<file path="src/core/fcd_pkg.sv">
/*
  Shared constants and types for the floating-point command decoder:
  command word field layout, first-source codes, rounding methods,
  data register layout, exception kinds and controller states.
  Assumes nothing beyond a SystemVerilog compiler.
*/
package fcd_pkg;

  localparam int CMD_W = 32;
  localparam int WORD_W = 32;
  localparam int DR_WORDS = 3;
  localparam int DR_W = 96;
  localparam int EXT_W = 80;
  localparam int SIG_W = 64;
  localparam int EXP_W = 17;
  localparam int LGRS_W = 4;

  // Command word fields
  localparam int FS_LSB = 7;
  localparam int FS_W = 3;
  localparam int FS_MEM_BIT = 2;
  localparam int OPC_LSB = 10;
  localparam int OPC_W = 5;
  localparam int RC_LO_BIT = 15;
  localparam int RC_HI_BIT = 16;
  localparam int RCS_BIT = 17;
  localparam int BANK_LSB = 18;
  localparam int BANK_W = 3;
  localparam int FIRST_BANK_BIT = 20;
  localparam int UNUSED_LSB = 21;
  localparam int UNUSED_W = 3;
  localparam int UID_LSB = 24;
  localparam int UID_W = 8;

  // First-source codes
  localparam logic [2:0] FS_MEM1 = 3'h4;
  localparam logic [2:0] FS_MEM2 = 3'h5;
  localparam logic [2:0] FS_MEM3 = 3'h6;
  localparam logic [2:0] FS_NONE = 3'h7;

  // Data register layout during overflow, underflow, divide by zero or inexact
  localparam int LGRS_LSB = 92;
  localparam int SIGN_POS = 81;
  localparam int EXP_LSB = 64;
  localparam int GAP_W = 10;
  localparam int PAD_W = 12;

  // Peripheral word selects
  localparam logic [1:0] SEL_CR = 2'h0;

  typedef enum logic [1:0] {
    FCD_RND_NEAREST = 2'h0,
    FCD_RND_POS_INF = 2'h1,
    FCD_RND_NEG_INF = 2'h2,
    FCD_RND_ZERO = 2'h3
  } fcd_round_e;

  typedef enum logic [1:0] {
    FCD_EXC_INVALID = 2'h0,
    FCD_EXC_OVF_UNF = 2'h1,
    FCD_EXC_DIV_ZERO = 2'h2,
    FCD_EXC_INEXACT = 2'h3
  } fcd_exc_e;

  typedef enum logic [2:0] {
    FCD_ST_QUIET = 3'b001,
    FCD_ST_PERIPH = 3'b010,
    FCD_ST_COPROC = 3'b100
  } fcd_state_e;

endpackage

</file>
<file path="src/core/fcd_dr_if.sv">
/*
  Interface between the decoder and its data register storage.
  Assumes both ends share ref_clk and the synchronised reset.
*/
`timescale 1ns/1ns
interface fcd_dr_if #(
  parameter int WORD_W = 32,
  parameter int WORDS = 3
);
  logic ce;
  logic [WORDS-1:0] wr_en;
  logic [WORDS*WORD_W-1:0] wr_data;
  logic rd_en;
  logic [1:0] rd_idx;
  logic [WORD_W-1:0] rd_data;

  modport ctl (output ce, wr_en, wr_data, rd_en, rd_idx, input rd_data);
  modport mem (input ce, wr_en, wr_data, rd_en, rd_idx, output rd_data);
endinterface

</file>
<file path="src/core/fcd_dr_mem.sv">
/*
  Word storage of the 96-bit data register, one word per entry,
  with per-word write enables and a registered read port.
  Assumes a synchronised active-low reset and the controller's clock enable.
*/
`timescale 1ns/1ns
module fcd_dr_mem #(
  parameter int WORD_W = 32,
  parameter int WORDS = 3
) (
  input wire logic clk_in,
  input wire logic rst_n_in,
  fcd_dr_if.mem port
);

  logic [WORD_W-1:0] word [WORDS];
  logic [WORD_W-1:0] next_word [WORDS];
  logic [WORD_W-1:0] rd_q;
  logic [WORD_W-1:0] next_rd_q;

  genvar gi;
  generate
    for (gi = 0; gi < WORDS; gi++) begin : g_word
      always_comb begin
        next_word[gi] = word[gi];
        if (port.ce && port.wr_en[gi]) begin
          next_word[gi] = port.wr_data[gi*WORD_W +: WORD_W];
        end
      end

      always_ff @(posedge clk_in or negedge rst_n_in) begin
        if (!rst_n_in) begin
          word[gi] <= '0;
        end else begin
          word[gi] <= next_word[gi];
        end
      end
    end
  endgenerate

  always_comb begin
    next_rd_q = rd_q;
    if (port.ce && port.rd_en && (int'(port.rd_idx) < WORDS)) begin
      next_rd_q = word[port.rd_idx];
    end
  end

  always_ff @(posedge clk_in or negedge rst_n_in) begin
    if (!rst_n_in) begin
      rd_q <= '0;
    end else begin
      rd_q <= next_rd_q;
    end
  end

  assign port.rd_data = rd_q;

endmodule

</file>
<file path="src/core/fcd_top.sv">
/*
  Command word decoder and fault data register of a floating-point
  coprocessor. Takes commands by peripheral write or coprocessor broadcast,
  decodes the fields, tracks the transaction and loads trap data on faults.
  Assumes all inputs other than nrst_in are synchronous to ref_clk_in;
  the arithmetic datapath supplies operands already widened to 80 bits.
*/
// Notes on behaviour
// - First source codes 000-011 pick F0-F3 or F4-F7 by first bank select.
// - First source 100/101/110 are one/two/three memory words, 111 none.
// - Operation code comes from command bits 10 to 14.
// - Command rounding: 00 nearest, 01 plus, 10 minus infinity, 11 zero.
// - Bit 17 clear rounds by the status register's rounding field.
// - Bit 17 set rounds by command field; status field left untouched.
// - Bits 18, 19, 20 each pick bank F0-F3 (0) or F4-F7 (1).
// - Command register bits 21 to 23 read back as zero.
// - Commands are acted on only when bits 24-31 match our unit number.
// - Data register is three 32-bit words reached by peripheral accesses.
// - Exceptions load trap data into the data register for host extraction.
// - Invalid with one trapping NaN stores that NaN in 80-bit form.
// - Both trapping NaNs or opposite infinities store second operand.
// - Overflow/underflow store significand, sign, 17-bit biased signed exponent.
// - Overflow layout: LGRS 95-92, unused 91-82, sign 81, exponent 80-64.
// - Divide by zero stores dividend plus LGRS in bits 95 to 92.
// - Inexact stores rounded result plus LGRS in bits 95 to 92.
// - Peripheral command write starts a transaction; acknowledges then ignored.
// - Coprocessor operation aborts to quiet on an acknowledge cycle.
`timescale 1ns/1ns
module fcd_top
  import fcd_pkg::*;
#(
  parameter logic [UID_W-1:0] UNIT_ID = 8'h5A // Arbitrary value
) (
  input wire logic ref_clk_in,
  input wire logic nrst_in,
  input wire logic ce_in,
  input wire logic per_wr_in,
  input wire logic per_rd_in,
  input wire logic [1:0] per_sel_in,
  input wire logic [WORD_W-1:0] per_wdata_in,
  input wire logic cop_cmd_valid_in,
  input wire logic [CMD_W-1:0] cop_cmd_in,
  input wire logic iack_in,
  input wire logic op_done_in,
  input wire logic [1:0] asr_round_in,
  input wire logic exc_valid_in,
  input wire logic [1:0] exc_kind_in,
  input wire logic exc_op1_tnan_in,
  input wire logic exc_op2_tnan_in,
  input wire logic exc_opp_inf_in,
  input wire logic [EXT_W-1:0] exc_op1_ext_in,
  input wire logic [EXT_W-1:0] exc_op2_ext_in,
  input wire logic [LGRS_W-1:0] exc_lgrs_in,
  input wire logic exc_sign_in,
  input wire logic [EXP_W-1:0] exc_exp_in,
  input wire logic [SIG_W-1:0] exc_signif_in,
  input wire logic [EXT_W-1:0] exc_rounded_in,
  output logic [WORD_W-1:0] per_rdata_out,
  output logic per_rvalid_out,
  output logic cmd_start_out,
  output logic txn_active_out,
  output logic coproc_mode_out,
  output logic abort_out,
  output logic first_source_is_reg_out,
  output logic [2:0] first_source_fnum_out,
  output logic [1:0] first_source_words_out,
  output logic first_source_none_out,
  output logic [OPC_W-1:0] opcode_out,
  output logic [1:0] rounding_method_out,
  output logic [BANK_W-1:0] operand_bank_selects_out,
  output logic fault_held_out
);

  // Reset release through two flops
  logic rst_meta;
  logic rst_n;

  always_ff @(posedge ref_clk_in or negedge nrst_in) begin
    if (!nrst_in) begin
      rst_meta <= 1'b0;
      rst_n <= 1'b0;
    end else begin
      rst_meta <= 1'b1;
      rst_n <= rst_meta;
    end
  end

  fcd_dr_if #(.WORD_W(WORD_W), .WORDS(DR_WORDS)) dr_bus ();

  fcd_dr_mem #(.WORD_W(WORD_W), .WORDS(DR_WORDS)) u_dr_mem (
    .clk_in(ref_clk_in),
    .rst_n_in(rst_n),
    .port(dr_bus.mem)
  );

  // Command acceptance
  logic per_cr_wr;
  logic per_id_ok;
  logic cop_id_ok;
  logic accept;
  logic [CMD_W-1:0] acc_word;

  assign per_cr_wr = per_wr_in && (per_sel_in == SEL_CR);
  assign per_id_ok = per_wdata_in[UID_LSB +: UID_W] == UNIT_ID;
  assign cop_id_ok = cop_cmd_in[UID_LSB +: UID_W] == UNIT_ID;
  assign accept = (per_cr_wr && per_id_ok) || (cop_cmd_valid_in && cop_id_ok);
  // Peripheral write takes priority if both arrive together
  assign acc_word = (per_cr_wr && per_id_ok) ? per_wdata_in : cop_cmd_in;

  // Fault data assembly
  logic [DR_W-1:0] fault_word;
  logic [EXT_W-1:0] invalid_pick;

  always_comb begin
    invalid_pick = exc_op2_ext_in;
    if ((exc_op1_tnan_in && exc_op2_tnan_in) || exc_opp_inf_in) begin
      invalid_pick = exc_op2_ext_in;
    end else if (exc_op1_tnan_in) begin
      invalid_pick = exc_op1_ext_in;
    end
    case (fcd_exc_e'(exc_kind_in))
      FCD_EXC_INVALID: begin
        fault_word = {{(DR_W - EXT_W){1'b0}}, invalid_pick};
      end
      FCD_EXC_OVF_UNF: begin
        // Wide exponent keeps its top bit as sign, nothing clipped
        fault_word = {exc_lgrs_in, {GAP_W{1'b0}}, exc_sign_in, exc_exp_in, exc_signif_in};
      end
      FCD_EXC_DIV_ZERO: begin
        fault_word = {exc_lgrs_in, {PAD_W{1'b0}}, exc_op2_ext_in};
      end
      FCD_EXC_INEXACT: begin
        fault_word = {exc_lgrs_in, {PAD_W{1'b0}}, exc_rounded_in};
      end
      default: begin
        fault_word = '0;
      end
    endcase
  end

  // Control state
  fcd_state_e state;
  fcd_state_e next_state;
  logic [CMD_W-1:0] cr;
  logic [CMD_W-1:0] next_cr;
  logic fault_held;
  logic next_fault_held;
  logic rd_p1;
  logic next_rd_p1;
  logic [1:0] sel_p1;
  logic [1:0] next_sel_p1;
  logic [WORD_W-1:0] next_per_rdata;
  logic next_per_rvalid;
  logic next_cmd_start;
  logic next_abort;
  logic next_fs_is_reg;
  logic [2:0] next_fs_fnum;
  logic [1:0] next_fs_words;
  logic next_fs_none;
  logic [OPC_W-1:0] next_opcode;
  logic [1:0] next_round;
  logic [BANK_W-1:0] next_banks;
  logic [2:0] acc_fs;
  logic dr_rd;
  logic dr_wr;
  logic [WORD_W-1:0] cr_view;
  // Next values of the status outputs
  logic next_txn_active;
  logic next_coproc_mode;

  assign acc_fs = acc_word[FS_LSB +: FS_W];
  assign dr_rd = per_rd_in && (per_sel_in != SEL_CR);
  assign dr_wr = per_wr_in && (per_sel_in != SEL_CR);
  // Unused field never reflects what was written
  assign cr_view = cr & ~({{(CMD_W - UNUSED_W){1'b0}}, {UNUSED_W{1'b1}}} << UNUSED_LSB);

  // Data register port; one word per peripheral address
  always_comb begin
    dr_bus.ce = ce_in;
    dr_bus.rd_en = dr_rd;
    dr_bus.rd_idx = per_sel_in - 2'h1;
    dr_bus.wr_en = '0;
    dr_bus.wr_data = {DR_WORDS{per_wdata_in}};
    if (exc_valid_in) begin
      // Trap data overwrites any host write in the same cycle
      dr_bus.wr_en = '1;
      dr_bus.wr_data = fault_word;
    end else if (dr_wr && !fault_held) begin
      dr_bus.wr_en = DR_WORDS'(1) << (per_sel_in - 2'h1);
    end
  end

  // Read answer pipe; data stands until the next answer
  always_comb begin
    next_rd_p1 = per_rd_in;
    next_sel_p1 = per_sel_in;
    next_per_rdata = per_rdata_out;
    next_per_rvalid = rd_p1;
    if (rd_p1) begin
      next_per_rdata = (sel_p1 == SEL_CR) ? cr_view : dr_bus.rd_data;
    end
  end

  // Transaction tracking and held fault data
  always_comb begin
    next_state = state;
    next_cr = cr;
    next_fault_held = fault_held;
    next_cmd_start = accept;
    next_abort = 1'b0;

    case (state)
      FCD_ST_QUIET, FCD_ST_PERIPH: begin
        // Acknowledge cycles ignored here
        next_state = state;
      end
      FCD_ST_COPROC: begin
        if (iack_in) begin
          next_state = FCD_ST_QUIET;
          next_abort = 1'b1;
        end else if (op_done_in) begin
          next_state = FCD_ST_QUIET;
        end
      end
      default: begin
        next_state = FCD_ST_QUIET;
      end
    endcase

    // A new command beats an acknowledge in the same cycle
    if (accept) begin
      next_cr = acc_word;
      next_abort = 1'b0;
      next_state = (per_cr_wr && per_id_ok) ? FCD_ST_PERIPH : FCD_ST_COPROC;
    end

    // Status flags follow the next state so both change on one edge
    next_txn_active = next_state != FCD_ST_QUIET;
    next_coproc_mode = next_state == FCD_ST_COPROC;

    // Held fault data: set beats clear
    if (dr_rd || accept) begin
      next_fault_held = 1'b0;
    end
    if (exc_valid_in) begin
      next_fault_held = 1'b1;
    end
  end

  // Decoded fields stand until the next accepted command
  always_comb begin
    next_fs_is_reg = first_source_is_reg_out;
    next_fs_fnum = first_source_fnum_out;
    next_fs_words = first_source_words_out;
    next_fs_none = first_source_none_out;
    next_opcode = opcode_out;
    next_banks = operand_bank_selects_out;
    if (accept) begin
      next_opcode = acc_word[OPC_LSB +: OPC_W];
      next_banks = acc_word[BANK_LSB +: BANK_W];
      next_fs_is_reg = !acc_fs[FS_MEM_BIT];
      // Register number loads for memory codes too; users gate it with is_reg
      next_fs_fnum = {acc_word[FIRST_BANK_BIT], acc_fs[1:0]};
      next_fs_none = acc_fs == FS_NONE;
      case (acc_fs)
        FS_MEM1: next_fs_words = 2'h1;
        FS_MEM2: next_fs_words = 2'h2;
        FS_MEM3: next_fs_words = 2'h3;
        default: next_fs_words = 2'h0;
      endcase
    end
  end

  // Rounding source; the status register field is only read, never written
  always_comb begin
    if (cr[RCS_BIT]) begin
      next_round = {cr[RC_LO_BIT], cr[RC_HI_BIT]};
    end else begin
      next_round = asr_round_in;
    end
  end

  // Read pipe freezes with ce_in low, so a stalled answer is not lost
  always_ff @(posedge ref_clk_in or negedge rst_n) begin
    if (!rst_n) begin
      rd_p1 <= 1'b0;
      sel_p1 <= SEL_CR;
      per_rdata_out <= '0;
      per_rvalid_out <= 1'b0;
    end else if (ce_in) begin
      rd_p1 <= next_rd_p1;
      sel_p1 <= next_sel_p1;
      per_rdata_out <= next_per_rdata;
      per_rvalid_out <= next_per_rvalid;
    end
  end

  // Transaction state
  always_ff @(posedge ref_clk_in or negedge rst_n) begin
    if (!rst_n) begin
      state <= FCD_ST_QUIET;
      cr <= '0;
      fault_held <= 1'b0;
      cmd_start_out <= 1'b0;
      abort_out <= 1'b0;
      txn_active_out <= 1'b0;
      coproc_mode_out <= 1'b0;
      fault_held_out <= 1'b0;
    end else if (ce_in) begin
      state <= next_state;
      cr <= next_cr;
      fault_held <= next_fault_held;
      cmd_start_out <= next_cmd_start;
      abort_out <= next_abort;
      txn_active_out <= next_txn_active;
      coproc_mode_out <= next_coproc_mode;
      fault_held_out <= next_fault_held;
    end
  end

  // Decoded command fields
  always_ff @(posedge ref_clk_in or negedge rst_n) begin
    if (!rst_n) begin
      first_source_is_reg_out <= 1'b0;
      first_source_fnum_out <= '0;
      first_source_words_out <= '0;
      first_source_none_out <= 1'b0;
      opcode_out <= '0;
      rounding_method_out <= FCD_RND_NEAREST;
      operand_bank_selects_out <= '0;
    end else if (ce_in) begin
      first_source_is_reg_out <= next_fs_is_reg;
      first_source_fnum_out <= next_fs_fnum;
      first_source_words_out <= next_fs_words;
      first_source_none_out <= next_fs_none;
      opcode_out <= next_opcode;
      rounding_method_out <= next_round;
      operand_bank_selects_out <= next_banks;
    end
  end

endmodule

</file>
<file path="config.mk">
export PLATFORM = sky130hd
export DESIGN_NAME = fcd_top
export DESIGN_NICKNAME = d
export VERILOG_FILES = /design/src/core/fcd_pkg.sv /design/src/core/fcd_dr_if.sv /design/src/core/fcd_dr_mem.sv /design/src/core/fcd_top.sv
export SDC_FILE = /design/constraint.sdc
export NUM_CORES = 1
export LEC_CHECK = 0
export ABC_AREA = 1
export BUFFER_PORTS_ARGS = -buffer_cell sky130_fd_sc_hd__buf_2
export CAP_MARGIN = 20
export CORE_MARGIN = 3
export CORE_UTILIZATION = 45
export CTS_CLUSTER_DIAMETER = 200
export DETAILED_ROUTE_END_ITERATION = 8
export GPL_TIMING_DRIVEN = 0
export PLACE_DENSITY_LB_ADDON = 0.15
export SLEW_MARGIN = 10
export SYNTH_ARGS = -nofsm -noshare
export SYNTH_HDL_FRONTEND = slang
export SYNTH_HIERARCHICAL = 1
export SYNTH_SLANG_ARGS = --single-unit
</file>
<file path="constraint.sdc">
create_clock -name ref_clk_in -period 14.2 [get_ports ref_clk_in]
set_clock_uncertainty 0.05 [all_clocks]
set_input_delay 2.84 -clock ref_clk_in [delete_from_list [all_inputs] [get_ports ref_clk_in]]
set_output_delay 2.84 -clock ref_clk_in [all_outputs]
set_load 0.03 [all_outputs]
</file>
==> impl_metrics.csv <==
group,metric,value,unit
yosys,synth_area_leaders,"dfrtp_1, nand2_1, o21ai_0",
cts,clkTransAtPathRegs,0.06,ns
yosys,ys_seq_area_frac,0.3910,
sta,final-max-slew-violation-count,0,
yosys,synth_ff_type,"dfrtp_1",
drt,wl_per_cell,19.71,um
cts,post-cts-setup-buffer-count,0,
yosys,ys_async_sr_fraction,1.000,
yosys,synth_cells,2068,
setup_path,end_kind,"flop",
die,core,0.02901,mm^2
cells_and_area,utilization,0.5853,
yosys,yosysMostFrequentCell,"nand2_1",
setup_path,criticalPathCategory,"in2reg",
grt,antenna_found_initial,11,
sta,min_period,4.502,ns
setup_path,r2r_slack,12.19,ns
drt,vias,15680,
cts,ctsHoldBuffers,0,
setup_path,rr_startpoint,"fault_held",
grt,use_met3,0.06024,
yosys,synth_warnings,6,
grt,gr-usage-all-layers,0.3540,
power,p_per_area,105.9,mW/mm^2
sta,fmax,222.1,MHz
sta,hold_viol_final,0,
status,status,"finished clean",
power,ir_worst_vdd,0.06237,mV
drt,drc,0,
place,globalplace.congestion,0.9951,
yosys,synth_edf_count,0,
cts,numCtsBuffers,22,
cts,cts_root_buffer,"clkbuf_16",
grt,overflow,0,
sta,relSlewSlack,0.4520,
setup_path,cp-start-kind,"input pin",
grt,grt_pass1_wl,85970,um
drt,wirelength,58250,um
drt,drt-initial-drc-count,1511,
die,fp.dieH,178.4,um
place,dp.cells,2912,
die,initial_utilization,0.4611,
sta,tightest_slew,0.8219,ns
cells_and_area,final_net_count,2964,
place,placed_area,0.01623,mm^2
power,power,1.798,mW
place,io_buffers,457,
yosys,yosys.area.top_type,"dfrtp_1",
sta,rsz0062_at_grt,"no",
sta,fin_crit_sh,0.3170,
yosys,ys_top_cells_by_count,"nand2_1, o21ai_0, dfrtp_1",
yosys,netlist_area,0.01338,mm^2
cts,cts_sinks,209,
cells_and_area,syn_to_final_growth,26.94,%
cts,clk_path_buf_depth,3,
grt,busiest_layer,"met2",
cells_and_area,finalNonFillerCells,2955,
cells_and_area,final_cell_area,0.01698,mm^2
grt,grt_max_degree,63,
die,ios,463,
yosys,syn_nets,2480,
setup_path,crit_path_start,"exc_op1_tnan_in",
grt,grt_pass1_vias,15160,
die,die-width,178.4,um
yosys,ys_ff_latch,209,
yosys,synth_area_per_cell,6.469,um^2
cts,clkLatencyLatePin,0.50,ns
die,die_area,0.03183,mm^2
yosys,yosysUniqueCellTypes,31,
min_path,hold_path_class,"reg2reg",
cells_and_area,drive_gt1_frac,0.2414,
die,row_count,62,
setup_path,arrival,4.83,ns
drt,vias_per_cell,5.306,
place,hpwlAfterDp,47800,um
grt,gr-usage-met2,0.6093,
sta,setup_viol,0,
drt,ant_nets,0,
run,drv_cap,0,
sta,tns,0,ns
power,leakage,9.607,nW
cts,cts_tree,"done",
drt,drtPass1Iterations,5,
cts,cts-htree-levels,1,
yosys,synth_top_area_frac,0.3891,
setup_path,cp_data_required_time,14.52,ns
cts,cts_resized,0,
grt,grt_util_met1,0.4454,
min_path,hold_path_startpoint,"rst_meta",
setup_path,crit_fanout,10,
[state kept, by name (all words and copies together) (netlist names), 2 cells and up]
name / cells
u_dr_mem/word: 96
per_rdata_out: 32
u_dr_mem/port.rd_data: 32
cr: 29
state: 3
first_source_words_out: 2
rounding_method_out: 2
sel_p1: 2
[logic make-up (layout without fill, tap and decap cells)]
group | after synthesis | in the layout | share of synthesized area
AO/OA/AOI/OAI | 444 | 444 | 0.1674
other | 1 | 4 | 0.0002803
AND/OR/NAND/NOR | 1055 | 1055 | 0.3216
buffers and inverters | 355 | 855 | 0.1159
adder cells (fa/ha/maj) | 4 | 4 | 0.003741
flip-flops | 209 | 209 | 0.3910
[per-layer routing]
layer | wire length (um) | vias up
met4 | 2532 | 14
met3 | 4964 | 146
met2 | 28000 | 767
met5 | 70 | -
li1 | - | 7523
met1 | 22680 | 7230
[worst max-delay path, cell delays in order]
cell and delay, ns:
buf_2 0.10, nand3b_1 0.29, buf_4 0.27, clkbuf_1 0.60
o21ai_0 0.15, a21oi_1 0.24, o22ai_1 0.14, nor2_1 0.13
a21oi_1 0.05
[metrics by stage]
step	setup WS, ns	hold slack [ns]
CTS	9.776	0.3150
floorplan	7.896	0.2812
finish	9.698	0.3072
detailed placement	9.273	0.2895
global route	9.626	0.3199
global placement	5.572	0.2924
[where the power goes]
part	total, mW	internal (mW)	switching, mW
registers	0.734	0.688	0.0460
logic	0.485	0.164	0.321
clock network	0.579	0.346	0.233
[path summary, 6_finish.rpt]
path	end	cells past startpoint
max	u_dr_mem/word[85]	9
min	rst_n	0
max reg2reg	u_dr_mem/word[21]	6
min reg2reg	rst_n	0
max in group asynchronous	rst_n	1
min in group asynchronous	cr[20]	0
[cells in the final DEF (no fill, tap or decap), drive strengths merged]
master	instances
clkbuf	83
conb	1
dfstp	1
dfrtp	208
ha	4
bufinv	1
nand3	141
nor3	2
o21ai	286
nand2	758
a21oi	145
nand3b	1
a22oi	1
or2	4
diode	3
nor2	124
clkinv	8
inv	208
o22ai	12
buf	555
or3b	1
nand4	24
[area by class of cell]
cell class                      instances  area [um^2]
Antenna cell                            3        7.507
Buffer                                146        765.7
Clock buffer                           32        669.4
Clock inverter                          8        72.57
Fill cell                            2937        12030
Inverter                              209        784.5
Multi-Input combinational cell       1504         6596
Sequential cell                       209         5235
Tap cell                              384        480.5
Timing Repair Buffer                  460         2370
(Power assumes the default switching activity.)
